===== config.mk =====
export PLATFORM = sky130hd
export DESIGN_NAME = hw_standby_ctrl
export DESIGN_NICKNAME = d
export VERILOG_FILES = /design/src/hw_standby_pkg.sv /design/src/hw_standby_ctrl.sv
export SDC_FILE = /design/constraint.sdc
export NUM_CORES = 1
export LEC_CHECK = 0
export BUFFER_PORTS_ARGS = -buffer_cell sky130_fd_sc_hd__buf_2
export CAP_MARGIN = 15
export CORE_MARGIN = 8
export CORE_UTILIZATION = 30
export DETAILED_ROUTE_END_ITERATION = 8
export PLACE_DENSITY = 0.47
export SYNTH_ARGS = -nofsm -noshare
export SYNTH_HDL_FRONTEND = slang
export SYNTH_SLANG_ARGS = --single-unit

===== constraint.sdc =====
create_clock -name I_REF_CLK -period 2.1 [get_ports I_REF_CLK]
set_clock_uncertainty 0.05 [all_clocks]
set_input_delay 0.21 -clock I_REF_CLK [delete_from_list [all_inputs] [get_ports I_REF_CLK]]
set_output_delay 0.21 -clock I_REF_CLK [all_outputs]
set_load 0.02 [all_outputs]

===== src/hw_standby_pkg.sv =====
// Contract
// standby pin low enters standby from anywhere
// standby halts cpu, modules, floats ports
// entering standby resets module registers
// on-chip ram contents kept during standby
// software clears ram enable before standby
// boot selects stay unchanged during standby
// both boot selects low gives programmer mode; the code raises it only in standby
// exit needs standby release and reset release
// standby release restarts oscillator, held reset
// reset held low until clock settles
// reset rising after release runs reset sequence
// entry order: reset low, then standby low
// exit order: standby high, settle, reset high
// standby pin overrides reset pin
package hw_standby_pkg;

    // =========================================================
    // sequencer states
    typedef enum logic [2:0] {
        ST_RUN     = 3'b000,
        ST_STANDBY = 3'b001,
        ST_OSC_RUN = 3'b010,
        ST_RESET   = 3'b011
    } seq_state_e;

    // =========================================================
    // timing: reset sequence length after reset release, cycles
    localparam int unsigned RESET_SEQ_CYCLES = 16;
    localparam logic [4:0]  SEQ_CNT_RESET    = 5'h00;

endpackage


===== src/hw_standby_ctrl.sv =====
`timescale 1ns/1ps
module hw_standby_ctrl #(
    parameter int unsigned SEQ_CYCLES = hw_standby_pkg::RESET_SEQ_CYCLES
) (
    // clock, reset, enable
    input  wire logic I_REF_CLK,
    input  wire logic I_SYS_RST,
    input  wire logic I_CLK_EN,
    // pins from the supervisor
    input  wire logic I_HW_SLEEP_REQUEST_N,
    input  wire logic I_CHIP_INIT_N,
    input  wire logic I_BOOT_SELECT_1,
    input  wire logic I_BOOT_SELECT_0,
    // controls into the chip
    output logic      O_CPU_HALT,
    output logic      O_MODULE_STOP,
    output logic      O_MODULE_RESET,
    output logic      O_PORT_HIZ,
    output logic      O_RAM_RETAIN,
    output logic      O_OSC_ENABLE,
    output logic      O_CPU_RESET,
    output logic      O_PROGRAMMER_MODE,
    output logic      O_IN_STANDBY
);

    // =========================================================
    // pin synchronisers; first stage read only by second stage
    logic [3:0] sync_a;
    logic [3:0] sync_b;
    logic [3:0] next_sync_a;

    always_comb begin
        next_sync_a = {I_HW_SLEEP_REQUEST_N, I_CHIP_INIT_N,
                       I_BOOT_SELECT_1, I_BOOT_SELECT_0};
    end

    always_ff @(posedge I_REF_CLK or posedge I_SYS_RST) begin
        if (I_SYS_RST) begin
            sync_a <= 4'hF;
            sync_b <= 4'hF;
        end else if (I_CLK_EN) begin
            sync_a <= next_sync_a;
            sync_b <= sync_a;
        end
    end

    logic sleep_req_n;
    logic init_n;
    logic init_n_d;
    logic boot_both_low;
    assign sleep_req_n   = sync_b[3];
    assign init_n        = sync_b[2];
    assign boot_both_low = ~sync_b[1] & ~sync_b[0];

    // =========================================================
    // sequencer
    localparam int unsigned CW = 5;
    localparam logic [CW-1:0] SEQ_LAST = CW'(SEQ_CYCLES - 1);

    hw_standby_pkg::seq_state_e state;
    hw_standby_pkg::seq_state_e next_state;
    logic [CW-1:0] cnt;
    logic [CW-1:0] next_cnt;
    logic          next_init_n_d;

    // next-state; standby pin checked first so it wins over reset
    always_comb begin
        next_state    = state;
        next_cnt      = cnt;
        next_init_n_d = init_n;
        if (!sleep_req_n) begin
            next_state = hw_standby_pkg::ST_STANDBY;
            next_cnt   = hw_standby_pkg::SEQ_CNT_RESET;
        end else begin
            case (state)
                hw_standby_pkg::ST_STANDBY: begin
                    // pin release alone never resumes execution
                    next_state = hw_standby_pkg::ST_OSC_RUN;
                end
                hw_standby_pkg::ST_OSC_RUN: begin
                    // wait for a true low-to-high on the reset pin
                    if (init_n && !init_n_d) begin
                        next_state = hw_standby_pkg::ST_RESET;
                        next_cnt   = hw_standby_pkg::SEQ_CNT_RESET;
                    end
                end
                hw_standby_pkg::ST_RESET: begin
                    if (cnt == SEQ_LAST) begin
                        next_state = hw_standby_pkg::ST_RUN;
                    end else begin
                        next_cnt = cnt + CW'(1);
                    end
                end
                default: begin
                    next_state = hw_standby_pkg::ST_RUN;
                end
            endcase
        end
    end

    always_ff @(posedge I_REF_CLK or posedge I_SYS_RST) begin
        if (I_SYS_RST) begin
            state    <= hw_standby_pkg::ST_RUN;
            cnt      <= hw_standby_pkg::SEQ_CNT_RESET;
            init_n_d <= 1'b1;
        end else if (I_CLK_EN) begin
            state    <= next_state;
            cnt      <= next_cnt;
            init_n_d <= next_init_n_d;
        end
    end

    // =========================================================
    // registered outputs, decoded from the next state
    logic next_standby;
    logic next_held;
    always_comb begin
        next_standby = (next_state == hw_standby_pkg::ST_STANDBY);
        next_held    = next_standby
                     || (next_state == hw_standby_pkg::ST_OSC_RUN)
                     || (next_state == hw_standby_pkg::ST_RESET);
    end

    // ram is never cleared here; retain flag only gates its access
    always_ff @(posedge I_REF_CLK or posedge I_SYS_RST) begin
        if (I_SYS_RST) begin
            O_CPU_HALT        <= 1'b0;
            O_MODULE_STOP     <= 1'b0;
            O_MODULE_RESET    <= 1'b0;
            O_PORT_HIZ        <= 1'b0;
            O_RAM_RETAIN      <= 1'b0;
            O_OSC_ENABLE      <= 1'b1;
            O_CPU_RESET       <= 1'b0;
            O_PROGRAMMER_MODE <= 1'b0;
            O_IN_STANDBY      <= 1'b0;
        end else if (I_CLK_EN) begin
            O_CPU_HALT        <= next_standby;
            O_MODULE_STOP     <= next_standby;
            O_PORT_HIZ        <= next_standby;
            O_MODULE_RESET    <= next_held;
            O_RAM_RETAIN      <= next_standby;
            O_OSC_ENABLE      <= ~next_standby;
            O_CPU_RESET       <= next_held;
            O_PROGRAMMER_MODE <= next_standby & boot_both_low;
            O_IN_STANDBY      <= next_standby;
        end
    end
endmodule


# Yosys cells after proc, flatten, opt, wreduce, memory -nomap -nowiden

Cells that the tools add are included.

Input bits: 7
Output and inout bits: 9
Register bits after elaboration: 21

Bitwise gates (word level): 5
Multiplexer cells: 8
Equal/unequal tests: 10
Reductions and logical operators: 5
Add/sub/neg operators: 1

Operator list:

| cell                  | number |
|---|---|
| $mux W5               | 3 |
| $eq A3 B2 Y1 const B  | 4 |
| $pmux W5 S2           | 1 |
| $mux W3               | 3 |
| $pmux W3 S3           | 1 |
| $eq A3 B1 Y1 const B  | 2 |
| $ne A3 B3 Y1 const B  | 2 |
| $add A5 B1 Y5 const B | 1 |
| $eq A5 B4 Y1 const B  | 1 |
| $reduce_and A4 Y1     | 1 |
| $ne A3 B1 Y1 const B  | 1 |
| $not A1 Y1            | 3 |
| $and A1 B1 Y1         | 2 |
| $logic_or A1 B1 Y1    | 2 |
| $logic_and A1 B1 Y1   | 1 |
| $logic_not A1 Y1      | 1 |

# Logic depth before layout (Yosys ltp)

Gate-level depths: netlist (run 1).

Depth in word-level cells: 8
Gate-level depth with buffers: 7
Depth with buffers taken out: 7

# Least setup slack after synthesis (run 1)

No wires, ideal clock.

Path type: reg2reg
Start point: register cnt[0]
End point: register O_CPU_RESET
Arrival time: 1.539 ns
Cell stages (with the launch flop): 7
Required time: 1.968 ns
Clock period less this slack: 1.671 ns
Buffers on the path: 0
Slack: 0.429 ns
Library setup time: 0.082 ns
Cells stage by stage: dfrtp_1 ha_1 and3_1 ha_1 and3_1 a211o_1 a31oi_1

Cells in the longest elaborated chain, start to end: 7
Elaborated cells between the ends (all ways): 9

Ends and longest elaborated chain:

| item                                                | RTL line                                       | RTL |
|---|---|---|
| from (decl)                                         | hw_standby_ctrl.sv:62                          | `logic [CW-1:0] cnt;` |
| from (signal assigned)                              | hw_standby_ctrl.sv:104                         | `cnt <= hw_standby_pkg::SEQ_CNT_RESET;` |
| from (signal assigned)                              | hw_standby_ctrl.sv:108                         | `cnt <= next_cnt;` |
| $eq A5 B4 Y1 *                                      | hw_standby_ctrl.sv:88                          | `if (cnt == SEQ_LAST) begin` |
| $mux W3 *                                           | hw_standby_ctrl.sv:88                          |  |
| $pmux W3 S3 *                                       | hw_standby_ctrl.sv:75                          | `case (state)` |
| $mux W3 *                                           | hw_standby_ctrl.sv:71                          | `if (!sleep_req_n) begin` |
| $eq A3 B1 Y1 / $eq A3 B2 Y1 (equally long branches) | hw_standby_ctrl.sv:118, hw_standby_ctrl.sv:120 |  |
| $logic_or A1 B1 Y1                                  | hw_standby_ctrl.sv:120                         | `\|\| (next_state == hw_standby_pkg::ST_OSC_RUN)` |
| $logic_or A1 B1 Y1 *                                | hw_standby_ctrl.sv:121                         | `\|\| (next_state == hw_standby_pkg::ST_RESET);` |
| to (signal assigned)                                | hw_standby_ctrl.sv:143                         | `O_CPU_RESET <= next_held;` |
| to (decl)                                           | hw_standby_ctrl.sv:21                          | `output logic O_CPU_RESET,` |

Mark *: on every way between the ends. The rest lies on a longest branch, timed or not.
A chain may end at the register's enable or synchronous reset.

# Worst setup path in the final report (run 1)

Start point: register cnt[0]
End point: register cnt[0]

Cells in the longest elaborated chain, start to end: 4
Elaborated cells between the ends (all ways): 7

Ends and longest elaborated chain:

| item          | RTL line              | RTL |
|---|---|---|
| $add A5 B1 Y5 | hw_standby_ctrl.sv:91 | `next_cnt = cnt + CW'(1);` |
| $mux W5       | hw_standby_ctrl.sv:88 |  |
| $pmux W5 S2   | hw_standby_ctrl.sv:75 |  |
| $mux W5       | hw_standby_ctrl.sv:71 |  |

Parallel ways exist; a longest one is shown, timed or not. The select of a mux whose other input is x is not followed.

==> key figures, run 1 <==
Clocking
  – CTS clk-pin slew, worst paths: 0.11 ns
  – Clock Latency Late Sink: 0.30 ns
  – CTS Buf Count: 3
  – H-tree depth: 1
  – Cts hold-fix bufs: 0
  – Setup Buffers After CTS: 0
  – CTS sink cnt: 21
  – Clk buf depth: 2
  – CTS resizes: 0
  – CTS tree: done
  – Clock root cell: clkbuf_4

Global routing
  – First-pass GRT wire length: 3020 um
  – Grt ovf: 0
  – Initial antenna violation count: 0
  – Total GRT Usage: 7.31%
  – Largest net degree at the start of global routing: 22
  – Vias in the first global route: 678

Routing
  – Antenna-violating nets left: 0
  – Initial DRC Count: 11
  – Via Count: 650
  – Via-per-instance ratio: 4.48
  – Residual DRC: 0
  – WL final: 1730 um
  – Average wire per standard cell: 11.9 um
  – Router iterations before antenna repair: 4

STA
  – Minimum clock period: 1.80 ns
  – Final setup viols: 0
  – Relative slew slack: 48.4%
  – Maximum clock frequency: 0.557 GHz
  – RSZ-0062 raised after global routing: false
  – Worst-Margin Slew: 0.773 ns
  – Final hold violations: 11
  – Final worst setup slack: 0.303 ns
  – WHS: -0.0249 ns
  – Post-route clock period utilization: 85.6%
  – Slew Viols, Final: 0
  – Setup_tns: 0 ns

Logic synthesis
  – Seq/Total Area, Yosys: 53.7%
  – Post-synth top area share: 27.5%
  – Syn Inst Count: 87
  – Fraction of registers with async set/reset: 100%
  – Syn avg cell area: 11.5 um2
  – Unique masters post-synth: 30
  – Yosys warning count: 0
  – Top post-synthesis cells by area: dfrtp_1 (27%), dfstp_2 (26%), mux2_2 (10%)
  – Synth Net Count: 96
  – Post-Syn Area: 1000 um2
  – Top_reg_cell synth: dfrtp_1
  – Top cell type by total area after synthesis: dfrtp_1
  – EDFF count, synth: 0
  – Seq cells post-synth: 21
  – Commonest cells post-synth: dfrtp_1 (11), dfstp_2 (10), mux2_2 (9)
  – Most common cell in the netlist: dfrtp_1

Place
  – I/O Buffers: 15
  – Detail Placement HPWL: 1270 um
  – Pre-CTS setup slack: 0.305 ns
  – GP Congestion: 0.775

Pwr
  – Pwr/cell area: 788 nW/um2
  – Leak pwr: 0.511 nW
  – Peak VDD IR: 0.000503 V

Run status
  – Failing checks: hold timing
  – Outcome: finished, violations left

Floorplanning
  – Die width: 73.8 um
  – Die span in y: 73.8 um
  – Core area: 3280 um2
  – DIE AREA: 5450 um2
  – IO Pins: 16
  – Cell Rows: 21
  – Starting Density: 30.5%

Critical path
  – Worst path required time: 2.28 ns
  – WS Path Type: reg -> reg
  – Critical-path maximum fanout: 7
  – Crit path DAT: 1.98 ns
  – CP endpoint kind: flip-flop
  – CP startpoint kind: flip-flop

Hold path
  – Hold Path Class: in -> async

Final layout
  – Layout cells sized above 1: 41.4%
  – # nets final: 109
  – Synthesis-to-finish area growth: 11.5%
  – N_diodes: 0

Run
  – Number of maximum-capacitance violations: 0
## layout make-up
type / count / area (um2)
fillers: 344 / 2170
well taps: 46 / 57.6
repair buffers: 16 / 82.6
inverters: 8 / 30.0
multi-input cells: 50 / 383
flip-flops and latches: 21 / 538
clock buffers: 4 / 26.3
## sequential cells by signal, indices dropped and copies added (netlist names)
name	count
O_CPU_RESET	1
O_IN_STANDBY	1
O_OSC_ENABLE	1
O_PROGRAMMER_MODE	1
cnt	5
init_n_d	1
state	3
sync_a	4
sync_b	4
## per-layer routing
layer | up-vias | global-route usage (%) | wire length, um
met5 | - | 0 | 0
met4 | 0 | 2.66 | 25
met3 | 2 | 3.41 | 136
met2 | 19 | 11.1 | 739
met1 | 309 | 8.71 | 830
li1 | 320 | - | -
## cell families after synthesis
family | synth area share, %
adder cells (fa/ha/maj) | 2.50
buffers and inverters | 8.12
AND/OR/NAND/NOR | 13.7
AO/OA/AOI/OAI | 11.9
flip-flops | 53.7
multiplexers | 10.1
## power by group
group,switching [W],internal [W]
registers,0.0000361,0.000471
clock network,0.000117,0.0000741
logic,0.000101,0.0000806
## layout by cell type, fill, tap and decap left out, drive strengths merged
cell type | Yosys | routed
a211oi | 1 | 1
clkbuf | 1 | 4
nor2b | 4 | 4
nand2 | 4 | 4
nor3b | 1 | 1
inv | 8 | 8
o2bb2ai | 2 | 2
o21a | 2 | 2
a31oi | 2 | 2
ha | 2 | 2
dfstp | 10 | 10
buf | 7 | 16
and4 | 1 | 1
o21ai | 4 | 4
nand3 | 1 | 1
a2bb2oi | 1 | 1
mux2 | 9 | 9
and3 | 4 | 4
nand4 | 2 | 2
nor2 | 4 | 4
dfrtp | 11 | 11
o22ai | 1 | 1
nand2b | 1 | 1
a211o | 1 | 1
nor3 | 1 | 1
a21o | 2 | 2
## critical path, cell delays in order, from the launching register on
cell and delay, ns:
dfrtp_1 0.41, ha_1 0.23, and3_1 0.19, ha_1 0.22
nor2b_4 0.12, o21a_4 0.17, nand4_1 0.16, a2bb2oi_1 0.19
## metrics by stage
step	cell area, um2	total power [W]	util (%)	cells
6_report	1120	0.000880	34.0	145
5_1_grt	1120	0.000942	34.0	145
4_1_cts	1120	0.000898	34.0	145
3_5_place_dp	1090	0.000703	33.2	141
3_3_place_gp	1090	0.000701	33.2	141
2_1_floorplan	1000	0.000664	-	87
## path summary, 6_finish.rpt
kind | start | endpoint | slack (ns) | cells past startpoint
min reg2reg | O_OSC_ENABLE | O_OSC_ENABLE | 0.42 | 2
max reg2reg | cnt[0] | cnt[0] | 0.30 | 7
min in group I_REF_CLK | I_CHIP_INIT_N | sync_a[2] | 0.08 | 2
max | cnt[0] | cnt[0] | 0.30 | 7
min | I_SYS_RST | O_IN_STANDBY | -0.02 | 2
max in group asynchronous | I_SYS_RST | cnt[0] | 1.54 | 2
Power figures use the tool's default switching activity.
==> run 2: changes to the inputs <==
- GPL_TIMING_DRIVEN: default -> 0
==> run 2 against run 1 <==
The run now ends clean. Critical path depth unchanged. Register-to-register slack got worse by 0.05 ns. Count of clock-buffer cells in the layout shrank 1. Flip-flop and latch count stayed put. Clock power hardly changed. Hold slack gained 0.097 ns. Global-route usage grew 0.54 points. Total power rose by 3.2%. Core utilization increased by 1.5 points. Critical endpoint is now cnt[1]. Largest cell class unchanged. Largest power group unchanged.
==> key figures, run 2 (synthesis gave the netlist of run 1 again) <==
Hold path
  – Hold path endpoint: sync_a[2]
  – Min-delay src: I_CHIP_INIT_N
  – Hold Path Class: in -> reg
  – Hold Path Depth: 2

Clocking
  – Clock Latency Late Sink: 0.31 ns
  – CTS clk-pin slew, worst paths: 0.12 ns
  – CTS Buf Count: 3
  – CTS tree: done
  – Clk buf depth: 2
  – CTS resizes: 0
  – Clock root cell: clkbuf_4
  – Setup Buffers After CTS: 0
  – CTS sink cnt: 21
  – H-tree depth: 1

Critical path
  – Critical-path maximum fanout: 7
  – WS Path Type: reg -> reg
  – Slowest-stage cell, CP: dfrtp_1
  – CP endpoint kind: flip-flop
  – Crit path largest cell delay: 0.43 ns
  – Cell depth of the worst flop-to-flop path: 7
  – CP bufs+invs: 0
  – Worst path required time: 2.28 ns
  – Crit path top cell by count: ha_1
  – Critical-path cell list: ha_1 -> and3_1 -> ha_1 -> nor2b_4 -> o21a_4 -> nand4_1 -> o2bb2ai_1
  – Crit path DAT: 2.03 ns
  – RR Endpoint: cnt[1]
  – Reg2Reg Launch Point: cnt[0]
  – Worst R2R Setup Slack: 0.25 ns
  – Cell family with most CP delay: simple AND/OR/NAND/NOR gates
  – CP startpoint kind: flip-flop

Place
  – GP Congestion: 0.735
  – Detail Placement HPWL: 1380 um
  – I/O Buffers: 14
  – Pre-CTS setup slack: 0.257 ns
  – Area after DPL: 1130 um2

Final layout
  – Commonest cells after routing, fill and taps aside: buf_2 (16), dfrtp_1 (11), dfstp_2 (10), mux2_2 (9), inv_1 (8)
  – # nets final: 116
  – Largest regs: cnt: 5 flops, sync_a: 4 flops, sync_b: 4 flops
  – Synthesis-to-finish area growth: 16.5%
  – Design area: 1170 um2
  – Top reg by flops: cnt
  – N_diodes: 0
  – Most common cell after layout, fill and taps aside: buf_2
  – Layout cells sized above 1: 44.3%
  – Flip-flop count of the largest register after layout: 5

Pwr
  – Leak pwr: 0.540 nW
  – Pwr/cell area: 778 nW/um2
  – Total Power Consumption: 0.000908 W
  – Peak VDD IR: 0.000433 V

STA
  – Worst-Margin Slew: 0.788 ns
  – Slew Viols, Final: 0
  – Final setup viols: 0
  – Minimum clock period: 1.85 ns
  – Relative slew slack: 47.4%
  – RSZ-0062 raised after global routing: false
  – Final worst setup slack: 0.250 ns
  – Post-route clock period utilization: 88.1%
  – Setup_tns: 0 ns
  – Final hold violations: 0
  – Maximum clock frequency: 0.541 GHz

Floorplanning
  – Die width: 73.8 um
  – Core area: 3280 um2
  – Starting Density: 30.5%
  – Die span in y: 73.8 um
  – IO Pins: 16
  – Cell Rows: 21
  – DIE AREA: 5450 um2

Global routing
  – Largest net degree at the start of global routing: 22
  – First-pass GRT wire length: 3220 um
  – Vias in the first global route: 715
  – Grt ovf: 0
  – Initial antenna violation count: 0
  – Total GRT Usage: 7.85%

Routing
  – Antenna-violating nets left: 0
  – Via-per-instance ratio: 4.49
  – WL final: 1840 um
  – Router iterations before antenna repair: 4
  – Via Count: 683
  – Average wire per standard cell: 12.1 um
  – Residual DRC: 0
  – Initial DRC Count: 10

Run status
  – Outcome: completed

Run
  – Number of maximum-capacitance violations: 0
run 2: cell types whose count changed in the layout (fill, tap and decap cells not counted):
| cell | previous run | this run |
|---|---|---|
| buf_2 | 15 | 16 |
| clkinv_2 | 0 | 1 |
| dlygate4sd3_1 | 0 | 1 |
| buf_4 | 1 | 5 |
run 2: area by class of cell:
| class | count | area [um2] |
|---|---|---|
| flip-flops and latches | 21 | 538 |
| fillers | 346 | 2120 |
| repair buffers | 15 | 80.1 |
| well taps | 46 | 57.6 |
| inverters | 8 | 30.0 |
| clock inverters | 1 | 5.00 |
| plain buffers | 8 | 51.3 |
| multi-input cells | 50 | 383 |
| clock buffers | 3 | 22.5 |
run 2: layer usage:
metal	part of all wire [%]	GRT usage (%)	vias up	wire length [um]
li1	-	-	337	-
met1	47	8.71	325	858
met2	44	12.8	19	815
met3	7.4	3.27	2	136
met4	1.4	3.33	0	25
met5	0	0	-	0
run 2: how the worst max path moves through the flow:
stage | from | to | cells after the start
2_1_floorplan | cnt[0] | O_CPU_RESET | 6
3_3_place_gp | cnt[0] | cnt[1] | 7
3_5_place_dp | cnt[0] | cnt[0] | 7
4_1_cts | cnt[0] | cnt[1] | 7
5_1_grt | cnt[0] | cnt[4] | 7
6_report | cnt[0] | cnt[1] | 7
run 2: stage by stage:
step | utilization, % | std cells | hold WS (ns)
2_1_floorplan | - | 87 | 0.129
5_1_grt | 35.5 | 152 | 0.0673
3_5_place_dp | 34.4 | 147 | 0.345
4_1_cts | 35.5 | 152 | 0.0664
3_3_place_gp | 34.4 | 147 | 0.352
6_report | 35.5 | 152 | 0.0725
run 2: power breakdown:
part	internal [W]	leakage (nW)	total (W)	switching (W)
registers	0.000471	0.246	0.000511	0.0000394
clock network	0.0000711	0.0177	0.000194	0.000123
logic	0.0000966	0.276	0.000203	0.000106
run 2: what timing repair did:
action,CTS,global route
setup endpoints to repair,0,0
hold buffers,1,0
hold endpoints to repair,1,0
==> run 3: changes to the inputs <==
==> constraint.sdc (replaced) <==
create_clock -name I_REF_CLK -period 2.1 [get_ports I_REF_CLK]
set_clock_uncertainty 0.05 [all_clocks]
set_input_delay 0.105 -clock I_REF_CLK [delete_from_list [all_inputs] [get_ports I_REF_CLK]]
set_output_delay 0.105 -clock I_REF_CLK [all_outputs]
set_load 0.02 [all_outputs]
==> run 3 against run 2 <==
Critical path depth did not move. Maximum frequency barely moved. Core utilization rose by 1.2 points. Total power rose by 0.64%. Register-to-register slack barely moved. Die area did not move. Flip-flop and latch count did not move. Global-route usage rose by 0.056 points. Combinational power rose by 3%. Critical endpoint unchanged. Largest power group unchanged. Highest routed layer unchanged.
==> key figures, run 3 (synthesis gave the netlist of run 1 again) <==
Clocking
  – CTS resizes: 0
  – Clock root cell: clkbuf_4
  – Setup Buffers After CTS: 0
  – Cts hold-fix bufs: 5
  – CTS tree: done
  – H-tree depth: 1
  – Clk buf depth: 2
  – Clock Latency Late Sink: 0.31 ns
  – CTS Buf Count: 3
  – CTS sink cnt: 21
  – CTS clk-pin slew, worst paths: 0.12 ns

Floorplanning
  – IO Pins: 16
  – Cell Rows: 21
  – Starting Density: 30.5%
  – Die span in y: 73.8 um
  – Die width: 73.8 um
  – Core area: 3280 um2
  – DIE AREA: 5450 um2

Critical path
  – WS Path Type: reg -> reg
  – Worst path required time: 2.28 ns
  – CP startpoint kind: flip-flop
  – Crit path DAT: 2.03 ns
  – Critical-path maximum fanout: 7
  – CP endpoint kind: flip-flop

STA
  – Minimum clock period: 1.85 ns
  – RSZ-0062 raised after global routing: false
  – Post-route clock period utilization: 88.1%
  – Final setup viols: 0
  – Final hold violations: 0
  – Maximum clock frequency: 0.541 GHz
  – Setup_tns: 0 ns
  – Worst-Margin Slew: 0.788 ns
  – Final worst setup slack: 0.250 ns
  – Relative slew slack: 47.4%
  – Slew Viols, Final: 0
  – WHS: 0.127 ns

Place
  – Cell Count Post-Placement: 147
  – I/O Buffers: 14
  – Pre-CTS setup slack: 0.257 ns
  – Detail Placement HPWL: 1380 um
  – GP Congestion: 0.735

Final layout
  – Most common cell after layout, fill and taps aside: buf_2
  – Largest regs: cnt: 5 flops, sync_a: 4 flops, sync_b: 4 flops
  – Top reg by flops: cnt
  – Synthesis-to-finish area growth: 20.5%
  – Flip-flop count of the largest register after layout: 5
  – Final core occ: 36.8%
  – Layout cells sized above 1: 42.7%
  – # nets final: 120
  – Commonest cells after routing, fill and taps aside: buf_2 (16), dfrtp_1 (11), dfstp_2 (10), mux2_2 (9), inv_1 (8)
  – N_diodes: 0
  – Final cell count without fillers: 156

Pwr
  – Sequential power share: 55.9%
  – Pwr/cell area: 757 nW/um2
  – Psw: 0.000270 W
  – Peak VDD IR: 0.000433 V
  – Sw Ratio: 29.5%
  – Internal cell power: 0.000644 W
  – Leak pwr: 0.557 nW
  – Clk pwr share: 21.3%
  – Comb pwr share: 22.8%

Global routing
  – First-pass GRT wire length: 3240 um
  – Largest net degree at the start of global routing: 22
  – Vias in the first global route: 734
  – Total GRT Usage: 7.90%
  – Grt ovf: 0
  – Initial antenna violation count: 0

Run
  – Number of maximum-capacitance violations: 0

Routing
  – Via Count: 700
  – Residual DRC: 0
  – Antenna-violating nets left: 0
  – Average wire per standard cell: 11.9 um
  – Initial DRC Count: 13
  – WL final: 1860 um
  – Router iterations before antenna repair: 4
  – Via-per-instance ratio: 4.49

Run status
  – Outcome: completed

Hold path
  – Hold Path Class: in -> reg
[run 3: layout make-up]
type | instances | area [um2]
well taps | 46 | 57.6
inverters | 8 | 30.0
plain buffers | 8 | 51.3
flip-flops and latches | 21 | 538
fillers | 345 | 2080
repair buffers | 19 | 120
multi-input cells | 50 | 383
clock buffers | 3 | 22.5
clock inverters | 1 | 5.00
[run 3: through the flow]
stage               total power (W)  area [um2]
floorplan                  0.000664        1000
global placement           0.000718        1130
detailed placement         0.000724        1130
CTS                        0.000929        1210
global route               0.000971        1210
finish                     0.000914        1210
[run 3: power by group through the flow]
stage / logic, W / clock network, W / registers, W
3_3_place_gp: 0.000201 / 0 / 0.000517
2_1_floorplan: 0.000142 / 0 / 0.000522
6_report: 0.000209 / 0.000195 / 0.000511
5_1_grt: 0.000231 / 0.000221 / 0.000519
3_5_place_dp: 0.000205 / 0 / 0.000518
4_1_cts: 0.000212 / 0.000205 / 0.000512
[run 3: critical path, stage by stage, from the launching register on]
cell	delay, ns
dfrtp_1	0.43
ha_1	0.24
and3_1	0.19
ha_1	0.21
nor2b_4	0.12
o21a_4	0.16
nand4_1	0.17
o2bb2ai_1	0.19
[run 3: worst paths after layout]
| kind | from | end | slack (ns) | depth (start not counted) |
|---|---|---|---|---|
| worst max register to register | cnt[0] | cnt[1] | 0.25 | 7 |
| min in group asynchronous | I_SYS_RST | cnt[4] | 0.42 | 3 |
| worst max-delay path | cnt[0] | cnt[1] | 0.25 | 7 |
| worst min-delay path | I_CLK_EN | sync_a[1] | 0.13 | 2 |
| max in group asynchronous | I_SYS_RST | cnt[2] | 1.08 | 3 |
| worst min register to register | O_OSC_ENABLE | O_OSC_ENABLE | 0.43 | 2 |
[run 3: metal layers]
layer / vias to the layer above / track usage [%] / share of wire (%)
li1: 345 / - / -
met5: - / 0 / 0
met1: 334 / 8.71 / 47
met3: 2 / 3.27 / 7.3
met4: 0 / 3.33 / 1.3
met2: 19 / 13.0 / 45
